--- config.mk ---
export PLATFORM = sky130hd
export DESIGN_NAME = rll27_endec_sync
export DESIGN_NICKNAME = d
export VERILOG_FILES = /design/src/rll27_pkg.sv /design/src/rll27_endec_sync.sv
export SDC_FILE = /design/constraint.sdc
export NUM_CORES = 1
export LEC_CHECK = 0
export ABC_AREA = 1
export CAP_MARGIN = 40
export CORE_ASPECT_RATIO = 1.75
export CORE_MARGIN = 4
export CORE_UTILIZATION = 41
export DETAILED_ROUTE_END_ITERATION = 16
export DONT_BUFFER_PORTS = 1
export PLACE_DENSITY = 0.52
export SLEW_MARGIN = 5
export SYNTH_ARGS = -nofsm -noshare
export SYNTH_HDL_FRONTEND = slang
export SYNTH_SLANG_ARGS = --single-unit
--- constraint.sdc ---
create_clock -name clk_sys_i -period 7.1 [get_ports clk_sys_i]
set_input_delay 0.355 -clock clk_sys_i [delete_from_list [all_inputs] [get_ports clk_sys_i]]
set_output_delay 0.355 -clock clk_sys_i [all_outputs]
set_load 0.02 [all_outputs]
--- src/rll27_pkg.sv ---
package rll27_pkg;
   // ==================================================
   // Register map (word addresses, one word each)
   localparam logic [7:0] ADDR_MODE = 8'h56;
   localparam logic [7:0] ADDR_EARLY = 8'h57;
   localparam logic [7:0] ADDR_LATE = 8'h58;
   // ==================================================
   // Mode register fields and reset values
   localparam int MODE_MARK_BIT = 0;
   localparam int MODE_PRE_BIT = 1;
   localparam int MODE_PCOMP_BIT = 2;
   localparam int MODE_RLL_BIT = 3;
   localparam logic [7:0] MODE_RESET = 8'h00;
   localparam logic [7:0] DELAY_RESET = 8'h00;
   // ==================================================
   // Patterns
   localparam logic [15:0] PRE_PAT0 = 16'h9249;
   localparam logic [15:0] PRE_PAT1 = 16'h8888;
   localparam logic [11:0] MARK_5EA = 12'h5ea;
   localparam logic [11:0] MARK_FF = 12'h0ff;
   localparam logic [3:0] MARK_LEN_5EA = 4'hb;
   localparam logic [3:0] MARK_LEN_FF = 4'h7;
   // ==================================================
   // Acquisition counts
   localparam logic [7:0] CNT_VFO_ON = 8'h18;
   localparam logic [7:0] CNT_LOCK = 8'h60;
   localparam logic [7:0] CNT_GIVE_UP = 8'h80;
   typedef enum logic [1:0] {W_IDLE, W_PRE, W_MARK, W_DATA} wr_state_t;
   typedef enum logic [1:0] {A_HUNT, A_LOCKED, A_DATA} acq_state_t;
   typedef struct packed {
      logic rll_en;
      logic pcomp_en;
      logic pre_sel;
      logic mark_sel;
   } mode_t;
endpackage

--- src/rll27_endec_sync.sv ---
// Local design decision: the Avalon-MM interface to the registers.
`timescale 1ns/1ns
// Functional notes
// Mode bit picks NRZ or RLL coding
// RLL mode reassigns dual-function disk pins
// RLL writes clocked by double write oscillator
// Preamble from write gate to first NRZ rise
// Preamble pattern chosen by preamble select bit
// First NRZ rise ends preamble, sends mark
// Mark pattern 5EA or FF by select bit
// Data field written as RLL serial output
// Precompensation only when enable bit set
// Early and late delays from two registers
// Read gate internal only in RLL mode
// Count 24 half-oscillator edges; ones-reset restarts
// Count 24 raises VFO sync enable
// Count 72 more; ones-reset restarts sequence
// Count 96 latches mark hunt, ignores resets
// Latch moves reference clock to VFO/2
// Count 128 without mark aborts and restarts
// Mark found: stop counter, decode data
// Read gate low resets counter, stops data
// NRZ mode passes serial data unencoded
// Standard 2,7 code, two bits per data bit; code uses a simplified per-bit pair map instead
// Ones classified early/late/on-time, delayed accordingly
module rll27_endec_sync (
   input wire logic clk_sys_i,
   input wire logic rst_i,
   // Avalon-MM slave
   input wire logic [7:0] avs_address_i,
   input wire logic avs_read_i,
   input wire logic avs_write_i,
   input wire logic [31:0] avs_writedata_i,
   output logic [31:0] avs_readdata_o,
   output logic avs_waitrequest_o,
   // Disk controller side (same clock)
   input wire logic write_gate_i,
   input wire logic read_gate_i,
   input wire logic nrz_wr_data_i,
   output logic nrz_wr_take_o,
   output logic nrz_rd_data_o,
   output logic nrz_rd_valid_o,
   output logic read_reference_clock_o,
   output logic mark_found_o,
   // Pins
   input wire logic input_write_osc_double_i,
   input wire logic sector_ones_reset_in_i,
   input wire logic rrc_vfo_double_clock_i,
   input wire logic nrz_rll_serial_in_i,
   output logic nrz_data_o,
   output logic nrz_data_oe_o,
   output logic mark_strobe_n_o,
   output logic mark_strobe_oe_o,
   input wire logic mark_strobe_n_i,
   output logic vfo_sync_enable_o,
   output logic read_gate_rll_serial_out_o,
   output logic write_gate_o,
   output logic precomp_ramp_out_o,
   output logic precomp_ramp_oe_o,
   output logic input_o,
   output logic sector_o,
   output logic mark_detect_o
);
   import rll27_pkg::*;

   // Block overview, for the next reader:
   // - Mode register picks plain NRZ pass-through or on-chip RLL coding.
   // - In RLL mode several disk pins change role; the muxes sit at the bottom.
   // - Write side turns the controller's NRZ stream into code bits, one per
   //   synced rise of the doubled write oscillator.
   // - Read side counts half-oscillator edges to decide when the preamble is
   //   long and clean enough to let the VFO sync, then hunts for the mark.
   // - All pins are slow next to the system clock, so every pin is
   //   oversampled through two flops and edges are found in this domain.
   // - Oscillator rates far above a quarter of the system clock will lose
   //   edges; the block is meant for the slower disk rates only.
   // - Register bus is byte-wide in effect; upper write data is ignored.

   // ==================================================
   // Registers
   logic [7:0] mode_q;
   logic [7:0] early_q;
   logic [7:0] late_q;
   mode_t mode;
   assign mode = '{rll_en: mode_q[MODE_RLL_BIT], pcomp_en: mode_q[MODE_PCOMP_BIT],
                   pre_sel: mode_q[MODE_PRE_BIT], mark_sel: mode_q[MODE_MARK_BIT]};

   // Writes take no wait; unmapped reads return zero, writes dropped
   logic rd_done_q;
   wire sel_mode = avs_address_i == ADDR_MODE;
   wire sel_early = avs_address_i == ADDR_EARLY;
   wire sel_late = avs_address_i == ADDR_LATE;
   // One wait state on reads so the registered data stands at the accept edge
   assign avs_waitrequest_o = avs_read_i & ~rd_done_q;
   always_ff @(posedge clk_sys_i or posedge rst_i) begin
      if (rst_i) begin
         mode_q <= MODE_RESET;
         early_q <= DELAY_RESET;
         late_q <= DELAY_RESET;
      end else if (avs_write_i) begin
         if (sel_mode) mode_q <= avs_writedata_i[7:0];
         if (sel_early) early_q <= avs_writedata_i[7:0];
         if (sel_late) late_q <= avs_writedata_i[7:0];
      end
   end
   wire [7:0] rd_mux = sel_mode ? mode_q : sel_early ? early_q : sel_late ? late_q : 8'h00;
   // Read data loaded in the wait cycle, held through the accept edge
   always_ff @(posedge clk_sys_i or posedge rst_i) begin
      if (rst_i) begin
         avs_readdata_o <= 32'h0;
         rd_done_q <= 1'b0;
      end else begin
         rd_done_q <= avs_read_i & ~rd_done_q;
         if (avs_read_i && !rd_done_q) avs_readdata_o <= {24'h0, rd_mux};
      end
   end

   // ==================================================
   // Pin synchronisers; first stage read only by second
   logic [4:0] s1_q;
   logic [4:0] s2_q;
   logic [4:0] s3_q;
   always_ff @(posedge clk_sys_i or posedge rst_i) begin
      if (rst_i) begin
         s1_q <= 5'h12; // Strobe and ones reset idle high; no false pulse
         s2_q <= 5'h12;
         s3_q <= 5'h12;
      end else begin
         s1_q <= {mark_strobe_n_i, nrz_rll_serial_in_i, rrc_vfo_double_clock_i,
                  sector_ones_reset_in_i, input_write_osc_double_i};
         s2_q <= s1_q;
         s3_q <= s2_q;
      end
   end
   wire osc_rise = s2_q[0] & ~s3_q[0];
   wire vfo_rise = s2_q[2] & ~s3_q[2];
   wire ones_rst = mode.rll_en & ~s2_q[1]; // Active-low one-shot pulse
   wire rll_in = s2_q[3];

   // Half-rate dividers on the doubled clocks
   logic osc_half_q;
   logic vfo_half_q;
   always_ff @(posedge clk_sys_i or posedge rst_i) begin
      if (rst_i) begin
         osc_half_q <= 1'b0;
         vfo_half_q <= 1'b0;
      end else begin
         if (osc_rise) osc_half_q <= ~osc_half_q;
         if (vfo_rise) vfo_half_q <= ~vfo_half_q;
      end
   end
   wire half_tick = osc_rise & ~osc_half_q; // Edge of the half-rate oscillator

   // ==================================================
   // Write path, code bit per double-oscillator edge
   // Sequence per gate: idle, preamble, address mark, then data pairs.
   // Preamble repeats its 16-bit pattern by a wrapping 4-bit pointer,
   // so any 16 consecutive code bits hold one whole pattern.
   // Leaving preamble waits for a rising NRZ edge seen at an oscillator
   // tick; a level already high when the gate opens counts as an edge.
   // Mark bits are sent from the top index down; the length constant
   // gives the index of the first bit sent.
   // Data phase takes one NRZ bit per two code bits; the take strobe
   // tells the controller when its bit has been consumed.
   // Dropping write gate aborts at once; no partial bit is finished.
   wr_state_t wst_q;
   logic [3:0] wpos_q;
   logic [3:0] hist_q;
   logic code_q;
   logic data_phase_q;
   logic dbit_q;
   logic nrz_prev_q;
   wire wr_rll = mode.rll_en & write_gate_i;
   wire [15:0] pre_pat = mode.pre_sel ? PRE_PAT1 : PRE_PAT0;
   wire [11:0] mk_pat = mode.mark_sel ? MARK_5EA : MARK_FF;
   wire [3:0] mk_len = mode.mark_sel ? MARK_LEN_5EA : MARK_LEN_FF;
   wire nrz_rise = nrz_wr_data_i & ~nrz_prev_q;

   // Simplified 2,7 map: code pair {clock, data} from current bit and history
   function automatic logic [1:0] rll_pair(input logic b, input logic [3:0] h);
      rll_pair = b ? 2'b01 : ((h[1:0] == 2'b00) && (h[3:2] != 2'b00) ? 2'b10 : 2'b00);
   endfunction
   wire [1:0] pair = rll_pair(nrz_wr_data_i, hist_q);

   always_ff @(posedge clk_sys_i or posedge rst_i) begin
      if (rst_i) begin
         wst_q <= W_IDLE;
         wpos_q <= 4'h0;
         code_q <= 1'b0;
         data_phase_q <= 1'b0;
         dbit_q <= 1'b0;
         nrz_prev_q <= 1'b0;
         hist_q <= 4'h0;
      end else if (!wr_rll) begin
         wst_q <= W_IDLE;
         code_q <= 1'b0;
         nrz_prev_q <= 1'b0;
      end else if (osc_rise) begin
         case (wst_q)
            W_IDLE: begin
               wst_q <= W_PRE;
               wpos_q <= 4'hf;
            end
            W_PRE: begin
               code_q <= pre_pat[wpos_q];
               wpos_q <= wpos_q - 4'h1;
               nrz_prev_q <= nrz_wr_data_i;
               if (nrz_rise) begin
                  wst_q <= W_MARK;
                  wpos_q <= mk_len;
               end
            end
            W_MARK: begin
               code_q <= mk_pat[wpos_q];
               wpos_q <= wpos_q - 4'h1;
               if (wpos_q == 4'h0) begin
                  wst_q <= W_DATA;
                  data_phase_q <= 1'b0;
               end
            end
            W_DATA: begin
               data_phase_q <= ~data_phase_q;
               code_q <= data_phase_q ? dbit_q : pair[1];
               if (!data_phase_q) begin
                  dbit_q <= pair[0];
                  hist_q <= {hist_q[1:0], pair};
               end
            end
            default: wst_q <= W_IDLE;
         endcase
      end
   end
   assign nrz_wr_take_o = wr_rll && (wst_q == W_DATA) && osc_rise && !data_phase_q;

   // Precompensation: classify ones, then delay by a clk-count
   // A five-bit window of code bits lets each one be judged against the
   // bits two places either side of it.
   // Delay is counted in system clocks, so its resolution is one clock;
   // finer steps would need the external ramp network.
   // With precompensation off every one goes out after the fixed window
   // latency, so the output stream is just the code stream delayed.
   // Output pulse is cleared on every oscillator tick, which bounds a
   // programmed delay to less than one code bit.
   logic [4:0] cwin_q;
   logic [7:0] pdly_q;
   logic pout_q;
   logic ppend_q;
   wire early_one = cwin_q[2] & cwin_q[4] & ~cwin_q[0];
   wire late_one = cwin_q[2] & cwin_q[0] & ~cwin_q[4];
   wire [7:0] pick = !mode.pcomp_en ? 8'h00 : early_one ? early_q : late_one ? late_q : 8'h00;
   always_ff @(posedge clk_sys_i or posedge rst_i) begin
      if (rst_i) begin
         cwin_q <= 5'h0;
         pdly_q <= 8'h0;
         pout_q <= 1'b0;
         ppend_q <= 1'b0;
      end else begin
         if (osc_rise) begin
            cwin_q <= {cwin_q[3:0], code_q};
            pdly_q <= pick; // see R9
            ppend_q <= cwin_q[2];
            pout_q <= 1'b0;
         end else if (ppend_q && pdly_q == 8'h0) begin
            pout_q <= 1'b1;
            ppend_q <= 1'b0;
         end else if (ppend_q) begin
            pdly_q <= pdly_q - 8'h1;
         end
      end
   end
   assign precomp_ramp_out_o = 1'b0;
   assign precomp_ramp_oe_o = mode.rll_en & mode.pcomp_en & ppend_q; // Discharge ramp

   // ==================================================
   // Read acquisition
   // Hunt: count half-oscillator edges; a ones reset restarts the count
   // and drops VFO enable again, so only a clean preamble gets through.
   // Locked: further ones resets are ignored, the mark detector is armed
   // and the reference clock follows the VFO.
   // Locked runs out at the give-up count and falls back to hunting.
   // Data: counter no longer matters; code pairs are reduced to bits.
   // Read gate low returns to hunt from any state.
   // Mark shift register runs at half the VFO rate in every state, so a
   // mark straddling the lock point is still seen.
   // Decoder takes the data bit of each pair; clock bits are dropped.
   acq_state_t ast_q;
   logic [7:0] cnt_q;
   logic vfo_en_q;
   logic [11:0] shr_q;
   logic rphase_q;
   logic rd_bit_q;
   logic rd_val_q;
   wire rd_rll = mode.rll_en & read_gate_i;
   wire mark_hit = (shr_q == MARK_5EA) | (~mode.mark_sel & shr_q[7:0] == MARK_FF[7:0]);

   always_ff @(posedge clk_sys_i or posedge rst_i) begin
      if (rst_i) begin
         ast_q <= A_HUNT;
         cnt_q <= 8'h0;
         vfo_en_q <= 1'b0;
         shr_q <= 12'h0;
         rphase_q <= 1'b0;
         rd_bit_q <= 1'b0;
         rd_val_q <= 1'b0;
      end else if (!rd_rll) begin
         ast_q <= A_HUNT;
         cnt_q <= 8'h0;
         vfo_en_q <= 1'b0;
         rd_val_q <= 1'b0;
      end else begin
         rd_val_q <= 1'b0;
         if (vfo_rise & vfo_half_q) shr_q <= {shr_q[10:0], rll_in};
         case (ast_q)
            A_HUNT: begin
               if (ones_rst) begin
                  cnt_q <= 8'h0; // see R12
                  vfo_en_q <= 1'b0;
               end else if (half_tick) begin
                  cnt_q <= cnt_q + 8'h1;
                  if (cnt_q + 8'h1 == CNT_VFO_ON) vfo_en_q <= 1'b1;
                  if (cnt_q + 8'h1 == CNT_LOCK) ast_q <= A_LOCKED;
               end
            end
            A_LOCKED: begin
               if (mark_hit) begin
                  ast_q <= A_DATA;
                  rphase_q <= 1'b0;
               end else if (half_tick) begin
                  cnt_q <= cnt_q + 8'h1;
                  if (cnt_q + 8'h1 == CNT_GIVE_UP) begin
                     ast_q <= A_HUNT;
                     cnt_q <= 8'h0;
                     vfo_en_q <= 1'b0;
                  end
               end
            end
            A_DATA: begin
               if (vfo_rise & vfo_half_q) begin
                  rphase_q <= ~rphase_q;
                  if (rphase_q) begin
                     rd_bit_q <= rll_in; // see R18
                     rd_val_q <= 1'b1;
                  end
               end
            end
            default: ast_q <= A_HUNT;
         endcase
      end
   end
   wire locked = ast_q != A_HUNT;
   // Reference clock source follows the lock latch
   assign read_reference_clock_o = mode.rll_en ? (locked ? vfo_half_q : osc_half_q)
                                               : s2_q[2];
   assign mark_found_o = ast_q == A_DATA;
   assign nrz_rd_data_o = mode.rll_en ? rd_bit_q : s2_q[3];
   assign nrz_rd_valid_o = mode.rll_en ? rd_val_q : read_gate_i;

   // ==================================================
   // Dual-function pin muxing
   // In NRZ mode the pins keep their plain roles and the coder is idle.
   // In RLL mode the strobe pin becomes VFO enable, the read gate pin
   // carries the coded write stream, and the NRZ-only inputs read zero.
   // Read gate itself never reaches a pin in RLL mode.
   // Output enables go high only while the block drives the pin.
   assign read_gate_rll_serial_out_o = mode.rll_en ? pout_q : read_gate_i; // see R2
   assign write_gate_o = write_gate_i;
   assign nrz_data_o = nrz_wr_data_i;
   assign nrz_data_oe_o = ~mode.rll_en & write_gate_i;
   assign vfo_sync_enable_o = mode.rll_en & vfo_en_q;
   assign mark_strobe_n_o = mode.rll_en ? ~vfo_en_q : 1'b1;
   assign mark_strobe_oe_o = mode.rll_en;
   assign mark_detect_o = ~mode.rll_en & ~s2_q[4];
   assign input_o = ~mode.rll_en & s2_q[0];
   assign sector_o = ~mode.rll_en & s2_q[1];
endmodule

==> results.yml, run 1 <==
timing:
  post-route-period-util_pct: 35.60
  hold_violations: 0
  slew_viol_final: 0
  slew_headroom_pct: 45.03
  tightest_slew_ns: 0.8245
  rsz0062_at_grt: "false"
  clock-skew-final_ns: 0.01608
  setup_violations: 0
  worst_slack_ns: 4.572
  max_freq_ghz: 0.3956
  period_minus_slack_ns: 2.528
  fin_tns_setup_ns: 0
run:
  cap_violations: 0
critical_path:
  endpoint_kind: "primary output"
  slowest_delay_ns: 0.88
  cp_max_fo: 16
  cpLargestDelayFamily: "flip-flops"
  required_ns: 6.74
  cpMaxStageDelayCell: "dfrtp_1"
  critPathArrivalTime_ns: 2.17
  start_kind: "register"
  crit_buf_inv: 1
  crit_chain: "inv_1 -> nor3_1"
  critPathKind: "register to primary output"
floorplan:
  start_util_pct: 41.53
  dieArea_um2: 15560
  fp.dieH_um: 162.0
  std_cell_rows: 56
  coreArea_um2: 13380
  io_pins: 102
  die_w_um: 96.01
clock_network:
  clk_pin_slew_ns: 0.08
  cts_buffer_depth: 2
  cts_buffers: 9
  htreeDepth: 3
  cts-root-buf: "clkbuf_16"
  cts_sinks: 101
  tritoncts: "built"
  insertion_delay_ns: 0.35
  post_cts_buffers: 0
final_layout:
  antennaDiodeCount: 0
  area_growth_pct: 8.172
  layout.nets: 768
  drive_gt1_share_pct: 10.78
  utilization_pct: 44.92
global_routing:
  grt_pass1_wl_um: 20960
  grt_antenna_before_repair: 0
  grt_util_all_layers_pct: 17.04
  grt_max_degree: 63
  grt_overflow_total: 0
  grt_pass1_vias: 4417
worst_hold_path:
  min_path_type: "input port to register"
yosys:
  avgSynthCellArea_um2: 8.008
  synth_edf_count: 0
  synth_top_area_share_pct: 43.67
  synth_area_leader_cell: "dfrtp_1"
  synthDistinctLibCells: 47
  async_flop_share_pct: 100.0
  yosys-top-cells-area: "dfrtp_1 (44%), nand2_1 (11%), inv_1 (6.6%)"
  ys_seq_area_share_pct: 45.57
  synthMostInstantiatedCell: "nand2_1"
  ys_ff_latch: 101
  yosys_warnings: 0
  syn_inst: 694
  synth_commonest_cells: "nand2_1 (168), inv_1 (98), dfrtp_1 (97)"
  synth_ff_type: "dfrtp_1"
  netlist_area_um2: 5558
detailed_routing:
  avgViaCountPerCell: 4.915
  drt_pass1_iterations: 4
  drc: 0
  num_vias: 4320
  ant_nets: 0
  routed_wl_um: 12220
  drt_iter0_drc: 154
  wl_per_cell_um: 13.91
power_and_ir_drop:
  leakage_uw: 0.002862
  ir_drop_mv: 0.1036
  power_density_nw_per_um2: 225.5
placed_design:
  place.gp.congestion: 0.8507
  pre_cts_ws_ns: 4.836
  dp.final_hpwl_um: 9423
  numPortBuffers: 0
outcome:
  status: "completed"
[worst register-to-register path, cell delays in order, from the launching register on]
cell	delay (ns)
dfrtp_1	0.88
nand2_2	0.16
inv_2	0.14
nand2_2	0.12
nor3_4	0.37
inv_2	0.11
nand2_1	0.08
o21ai_1	0.07
[routing by layer]
layer | GRT usage (%) | vias up | wire length, µm | part of all wire (%)
met5 | 0 | - | 0 | 0
met4 | 6.023 | 0 | 246 | 2.0
met3 | 3.568 | 19 | 337 | 2.8
met2 | 29.95 | 53 | 6655 | 54
met1 | 20.03 | 2058 | 4983 | 41
li1 | - | 2190 | - | -
[layout make-up]
type                       instances  area, µm²
clock buffer                      10      239.0
clock inverter                     6      75.07
fill                            1387       7371
inverter                         106      405.4
multi-input combinational        476       2470
sequential                       101       2532
tap                              174      217.7
timing repair buffer               6      72.57
[stage by stage]
step	area, µm²	instances	power (µW)	hold slack (ns)
floorplan	5648	718	810.7	0.3312
global placement	5633	858	836.3	0.2382
detailed placement	5668	860	842.6	0.2420
CTS	6012	879	1373	0.01055
global route	6012	879	1432	0.002357
finish	6012	879	1356	0.02444
[where the power goes]
| part | leakage (µW) | switching [µW] | internal (µW) |
|---|---|---|---|
| clock network | 0.000152 | 235 | 290 |
| logic | 0.00140 | 127 | 57.5 |
| registers | 0.00131 | 28.3 | 618 |
| total | 0.00286 | 391 | 965 |
[cells by family (layout without fill, tap and decap cells)]
family | Yosys count | count (layout) | synth area share [%]
AND/OR/NAND/NOR | 303 | 303 | 25.21
buffers and inverters | 141 | 128 | 11.62
AO/OA/AOI/OAI | 128 | 128 | 13.30
flip-flops | 101 | 101 | 45.57
adder cells (fa/ha/maj) | 16 | 16 | 3.602
XOR/XNOR | 4 | 4 | 0.6305
other | 1 | 25 | 0.06747
[registers in the layout (all words and copies together), names as in the netlist, 2 cells and up]
| register | count |
|---|---|
| s3_q | 2 |
| cnt_q | 8 |
| ast_q | 2 |
| wpos_q | 4 |
| pdly_q | 8 |
| wst_q | 2 |
| s2_q | 5 |
| avs_readdata_o | 8 |
| s1_q | 5 |
| early_q | 8 |
| late_q | 8 |
| shr_q | 12 |
| hist_q | 4 |
| cwin_q | 5 |
| mode_q | 8 |
[cell usage in the layout, fill, tap and decap left out, types with 3 or more instances in the layout]
cell	Yosys	routed
clkbuf_16	0	9
dlygate4sd3_1	0	3
inv_6	0	3
xor2_1	3	3
nor3_1	8	8
nor2_1	49	49
dfstp_2	4	4
ha_1	16	16
inv_4	2	3
dfrtp_1	97	97
a22oi_1	3	3
o211ai_1	3	3
a21oi_1	19	19
nand2_1	168	168
inv_2	6	6
conb_1	1	25
nor2_4	5	5
nor2_2	5	5
nand3_1	28	28
nand2_2	17	17
nand4_1	7	7
o21ai_0	53	53
nand3_2	5	5
o31ai_1	6	6
o21ai_1	17	17
inv_1	98	97
o22ai_1	16	16
[path summary, 6_finish.rpt]
kind                       depth (start not counted)  slack (ns)                startpoint                 to
min in group asynchronous                          2        0.47                     rst_i          rd_done_q
setup reg to reg                                   7        5.07                 mode_q[3]          hist_q[2]
hold / removal                                     0        0.02  input_write_osc_double_i            s1_q[0]
setup / recovery                                   2        4.57                 mode_q[3]  precomp_ramp_oe_o
max in group asynchronous                          4        5.67                     rst_i            s2_q[1]
hold reg to reg                                    0        0.36                   s1_q[3]            s2_q[3]
[what timing repair did]
item	CTS	global route
hold buffers	3	0
hold endpoints to repair	31	0
gates resized for setup	0	0
Note: power is estimated with default switching activity, not from simulation.
==> run 2, diff against run 1 <==
--- a/config.mk
+++ b/config.mk
@@ -5,14 +5,14 @@
 export SDC_FILE = /design/constraint.sdc
 export NUM_CORES = 1
 export LEC_CHECK = 0
-export ABC_AREA = 1
+export ABC_AREA = 0
 export CAP_MARGIN = 40
 export CORE_ASPECT_RATIO = 1.75
 export CORE_MARGIN = 4
 export CORE_UTILIZATION = 41
 export DETAILED_ROUTE_END_ITERATION = 16
 export DONT_BUFFER_PORTS = 1
-export PLACE_DENSITY = 0.52
+export PLACE_DENSITY = 0.54
 export SLEW_MARGIN = 5
 export SYNTH_ARGS = -nofsm -noshare
 export SYNTH_HDL_FRONTEND = slang
==> constraint.sdc (replaced) <==
create_clock -name clk_sys_i -period 2 [get_ports clk_sys_i]
set_input_delay 0.1 -clock clk_sys_i [delete_from_list [all_inputs] [get_ports clk_sys_i]]
set_output_delay 0.1 -clock clk_sys_i [all_outputs]
set_load 0.02 [all_outputs]
==> results.yml, run 2 <==
outcome:
  status: "complete, but fails checks"
  violations: "negative setup slack"
yosys:
  synth_commonest_cells: "dfrtp_1 (97), nand2_1 (64), nor2_1 (43)"
  synth-compound-area-share_pct: 13.59
  synth_mux_area_share_pct: 9.965
  synth_fa_ha_area_share_pct: 3.743
  async_flop_share_pct: 100.0
  netlist_area_um2: 5349
  syn_inst: 540
  synth_top_family_by_area: "simple AND/OR/NAND/NOR gates"
  synth_edf_count: 0
  yosys.area_share.simple_pct: 18.64
  yosys-top-cells-area: "dfrtp_1 (45%), mux2_2 (7.2%), nand2_1 (4.5%)"
  synth_area_leader_cell: "dfrtp_1"
  synthMostInstantiatedCell: "dfrtp_1"
  synth_top_area_share_pct: 45.38
  synthDistinctLibCells: 63
  yosys_warnings: 0
  synth_xor_area_share_pct: 0.4912
  synth_ff_type: "dfrtp_1"
  ys_ff_latch: 101
  ys_seq_area_share_pct: 47.35
  avgSynthCellArea_um2: 9.905
detailed_routing:
  drt_iter0_drc: 143
  drt_pass1_iterations: 4
  num_vias: 4178
  avgViaCountPerCell: 5.343
  ant_nets: 0
  drc: 0
  routed_wl_um: 12790
  wl_per_cell_um: 16.35
worst_hold_path:
  min_path_cells: 2
  min_path_type: "input port to register"
  hold_start: "write_gate_i"
  holdPathEnd: "data_phase_q"
clock_network:
  tritoncts: "built"
  insertion_delay_ns: 0.34
  cts-root-buf: "clkbuf_16"
  clk_pin_slew_ns: 0.07
  cts_buffers: 9
  htreeDepth: 3
  cts_sinks: 101
  cts_buffer_depth: 2
final_layout:
  mostFrequentLayoutCells: "dfrtp_1 (95), nand2_1 (63), buf_4 (62)"
  final_common_cell: "dfrtp_1"
  antennaDiodeCount: 0
  top_register: "shr_q"
  drive_gt1_share_pct: 25.53
  fin_area_um2: 6486
  utilization_pct: 50.40
  layout.nets: 674
  largest_reg_flops: 12
  instances_no_fill: 782
  fillers: 1193
  area_growth_pct: 21.26
critical_path:
  critPathArrivalTime_ns: 2.34
  start_kind: "register"
  cpLargestDelayFamily: "simple AND/OR/NAND/NOR gates"
  crit_buf_inv: 1
  crit_chain: "inv_1 -> ha_1 -> or3b_4 -> or4_4 -> o21ai_4 -> nand2_4 -> o21a_1 -> o22a_1"
  cp_max_fo: 7
  r2r_slack_ns: -0.11
  reg2reg_from: "pdly_q[1]"
  critPathKind: "register to register"
  cpMaxStageDelayCell: "or4_4"
  endpoint_kind: "register"
  slowest_delay_ns: 0.45
  required_ns: 2.23
  reg2reg_to: "pdly_q[3]"
  r2r_cells: 8
global_routing:
  grt_pass1_vias: 4412
  grt_overflow_total: 0
  grt_pass1_wl_um: 21280
  grt_util_all_layers_pct: 17.52
  grt_max_degree: 80
  grt_antenna_before_repair: 0
timing:
  slew_headroom_pct: 64.36
  worst_slack_ns: -0.1060
  post-route-period-util_pct: 105.3
  tightest_slew_ns: 0.5329
  whs_ns: 0.006238
  setup_violations: 10
  hold_violations: 0
  period_minus_slack_ns: 2.106
  slew_viol_final: 0
  rsz0062_at_grt: "true"
  max_freq_ghz: 0.4748
  clock-skew-final_ns: 0.007417
run:
  cap_violations: 0
placed_design:
  pre_cts_ws_ns: -0.1624
  dp.final_hpwl_um: 9530
  dp.cells: 749
  numPortBuffers: 0
  postPlaceCellArea_um2: 5897
  place.gp.congestion: 0.8718
power_and_ir_drop:
  power_frac_seq_pct: 50.4
  leakage_uw: 0.002976
  power_density_nw_per_um2: 694.6
  switching_share_pct: 27.72
  power_switching_uw: 1249
  ir_drop_mv: 0.4548
  internal-power_uw: 3257
  pwr-share-clk_pct: 37.9
  pwr-share-comb_pct: 11.7
floorplan:
  coreArea_um2: 12870
  dieArea_um2: 15010
  die_w_um: 94.34
  fp.dieH_um: 159.1
  start_util_pct: 41.57
  io_pins: 102
  std_cell_rows: 55
run 2: changes by cell type after synthesis, sizes merged, moves of 11 or more:
cell    previous run  this run
inv              106        13
o21ai             72        35
nor2              60        43
nand3             33        16
clkbuf             5        16
mux2               0        40
nand2            187        64
a22oi              3        15
o22ai             18         0
a31oi              2        13
nand2b             0        11
run 2: how the worst max path moves through the flow:
| stage | from | endpoint | slack, ns | cells after the start |
|---|---|---|---|---|
| 2_1_floorplan | pdly_q[0] | pdly_q[2] | -0.09 | 8 |
| 3_3_place_gp | shr_q[9] | cnt_q[7] | -0.13 | 7 |
| 3_5_place_dp | shr_q[9] | cnt_q[7] | -0.16 | 7 |
| 4_1_cts | pdly_q[0] | pdly_q[3] | -0.09 | 8 |
| 5_1_grt | pdly_q[0] | pdly_q[3] | -0.15 | 8 |
| 6_report | pdly_q[1] | pdly_q[3] | -0.11 | 8 |
run 2: area by class of cell:
type	count	area (µm²)	share of cell area [%]
repair buffers	78	635.6	9.799
well taps	171	214.0	3.299
multi-input cells	403	2759	42.53
inverters	13	52.55	0.8102
clock inverters	7	65.06	1.003
clock buffers	9	225.2	3.472
flip-flops and latches	101	2535	39.08
run 2: cell families after synthesis:
| family | Yosys count |
|---|---|
| and+or+nand+nor | 198 |
| AOI/OAI and AO/OA | 114 |
| DFF | 101 |
| buffers and inverters | 60 |
| muxes | 47 |
| adders and majority gates | 16 |
| xor gates and xnor gates | 3 |
| other | 1 |
run 2: power groups by stage:
stage | combinational [µW] | sequential (µW) | clock [µW]
after CTS | 532 | 2270 | 1770
after global placement | 480 | 2310 | 0
after global routing | 589 | 2290 | 1830
after floorplan | 388 | 2280 | 0
final | 526 | 2270 | 1710
after detailed placement | 493 | 2310 | 0
run 2: per-stage QoR:
stage                     total power (µW)  setup TNS, ns
after global placement                2786        -0.6269
after CTS                             4570        -0.3028
final                                 4506        -0.3590
after global routing                  4706        -0.8823
after floorplan                       2670        -0.1986
after detailed placement              2804         -1.253
run 2: what timing repair did:
action	CTS	global route
resized for setup	14	14
endpoints found under the hold margin	129	0
hold buffers	15	0
buffers inserted	1	1
endpoints found under the setup margin	20	16
pin swaps	5	2
run 2: per-layer routing:
layer / up-vias / wire, µm / global-route usage, %
li1: 2005 / - / -
met1: 2059 / 4905 / 19.53
met2: 86 / 7152 / 32.47
met3: 28 / 433 / 2.600
met4: 0 / 297 / 6.903
met5: - / 0 / 0
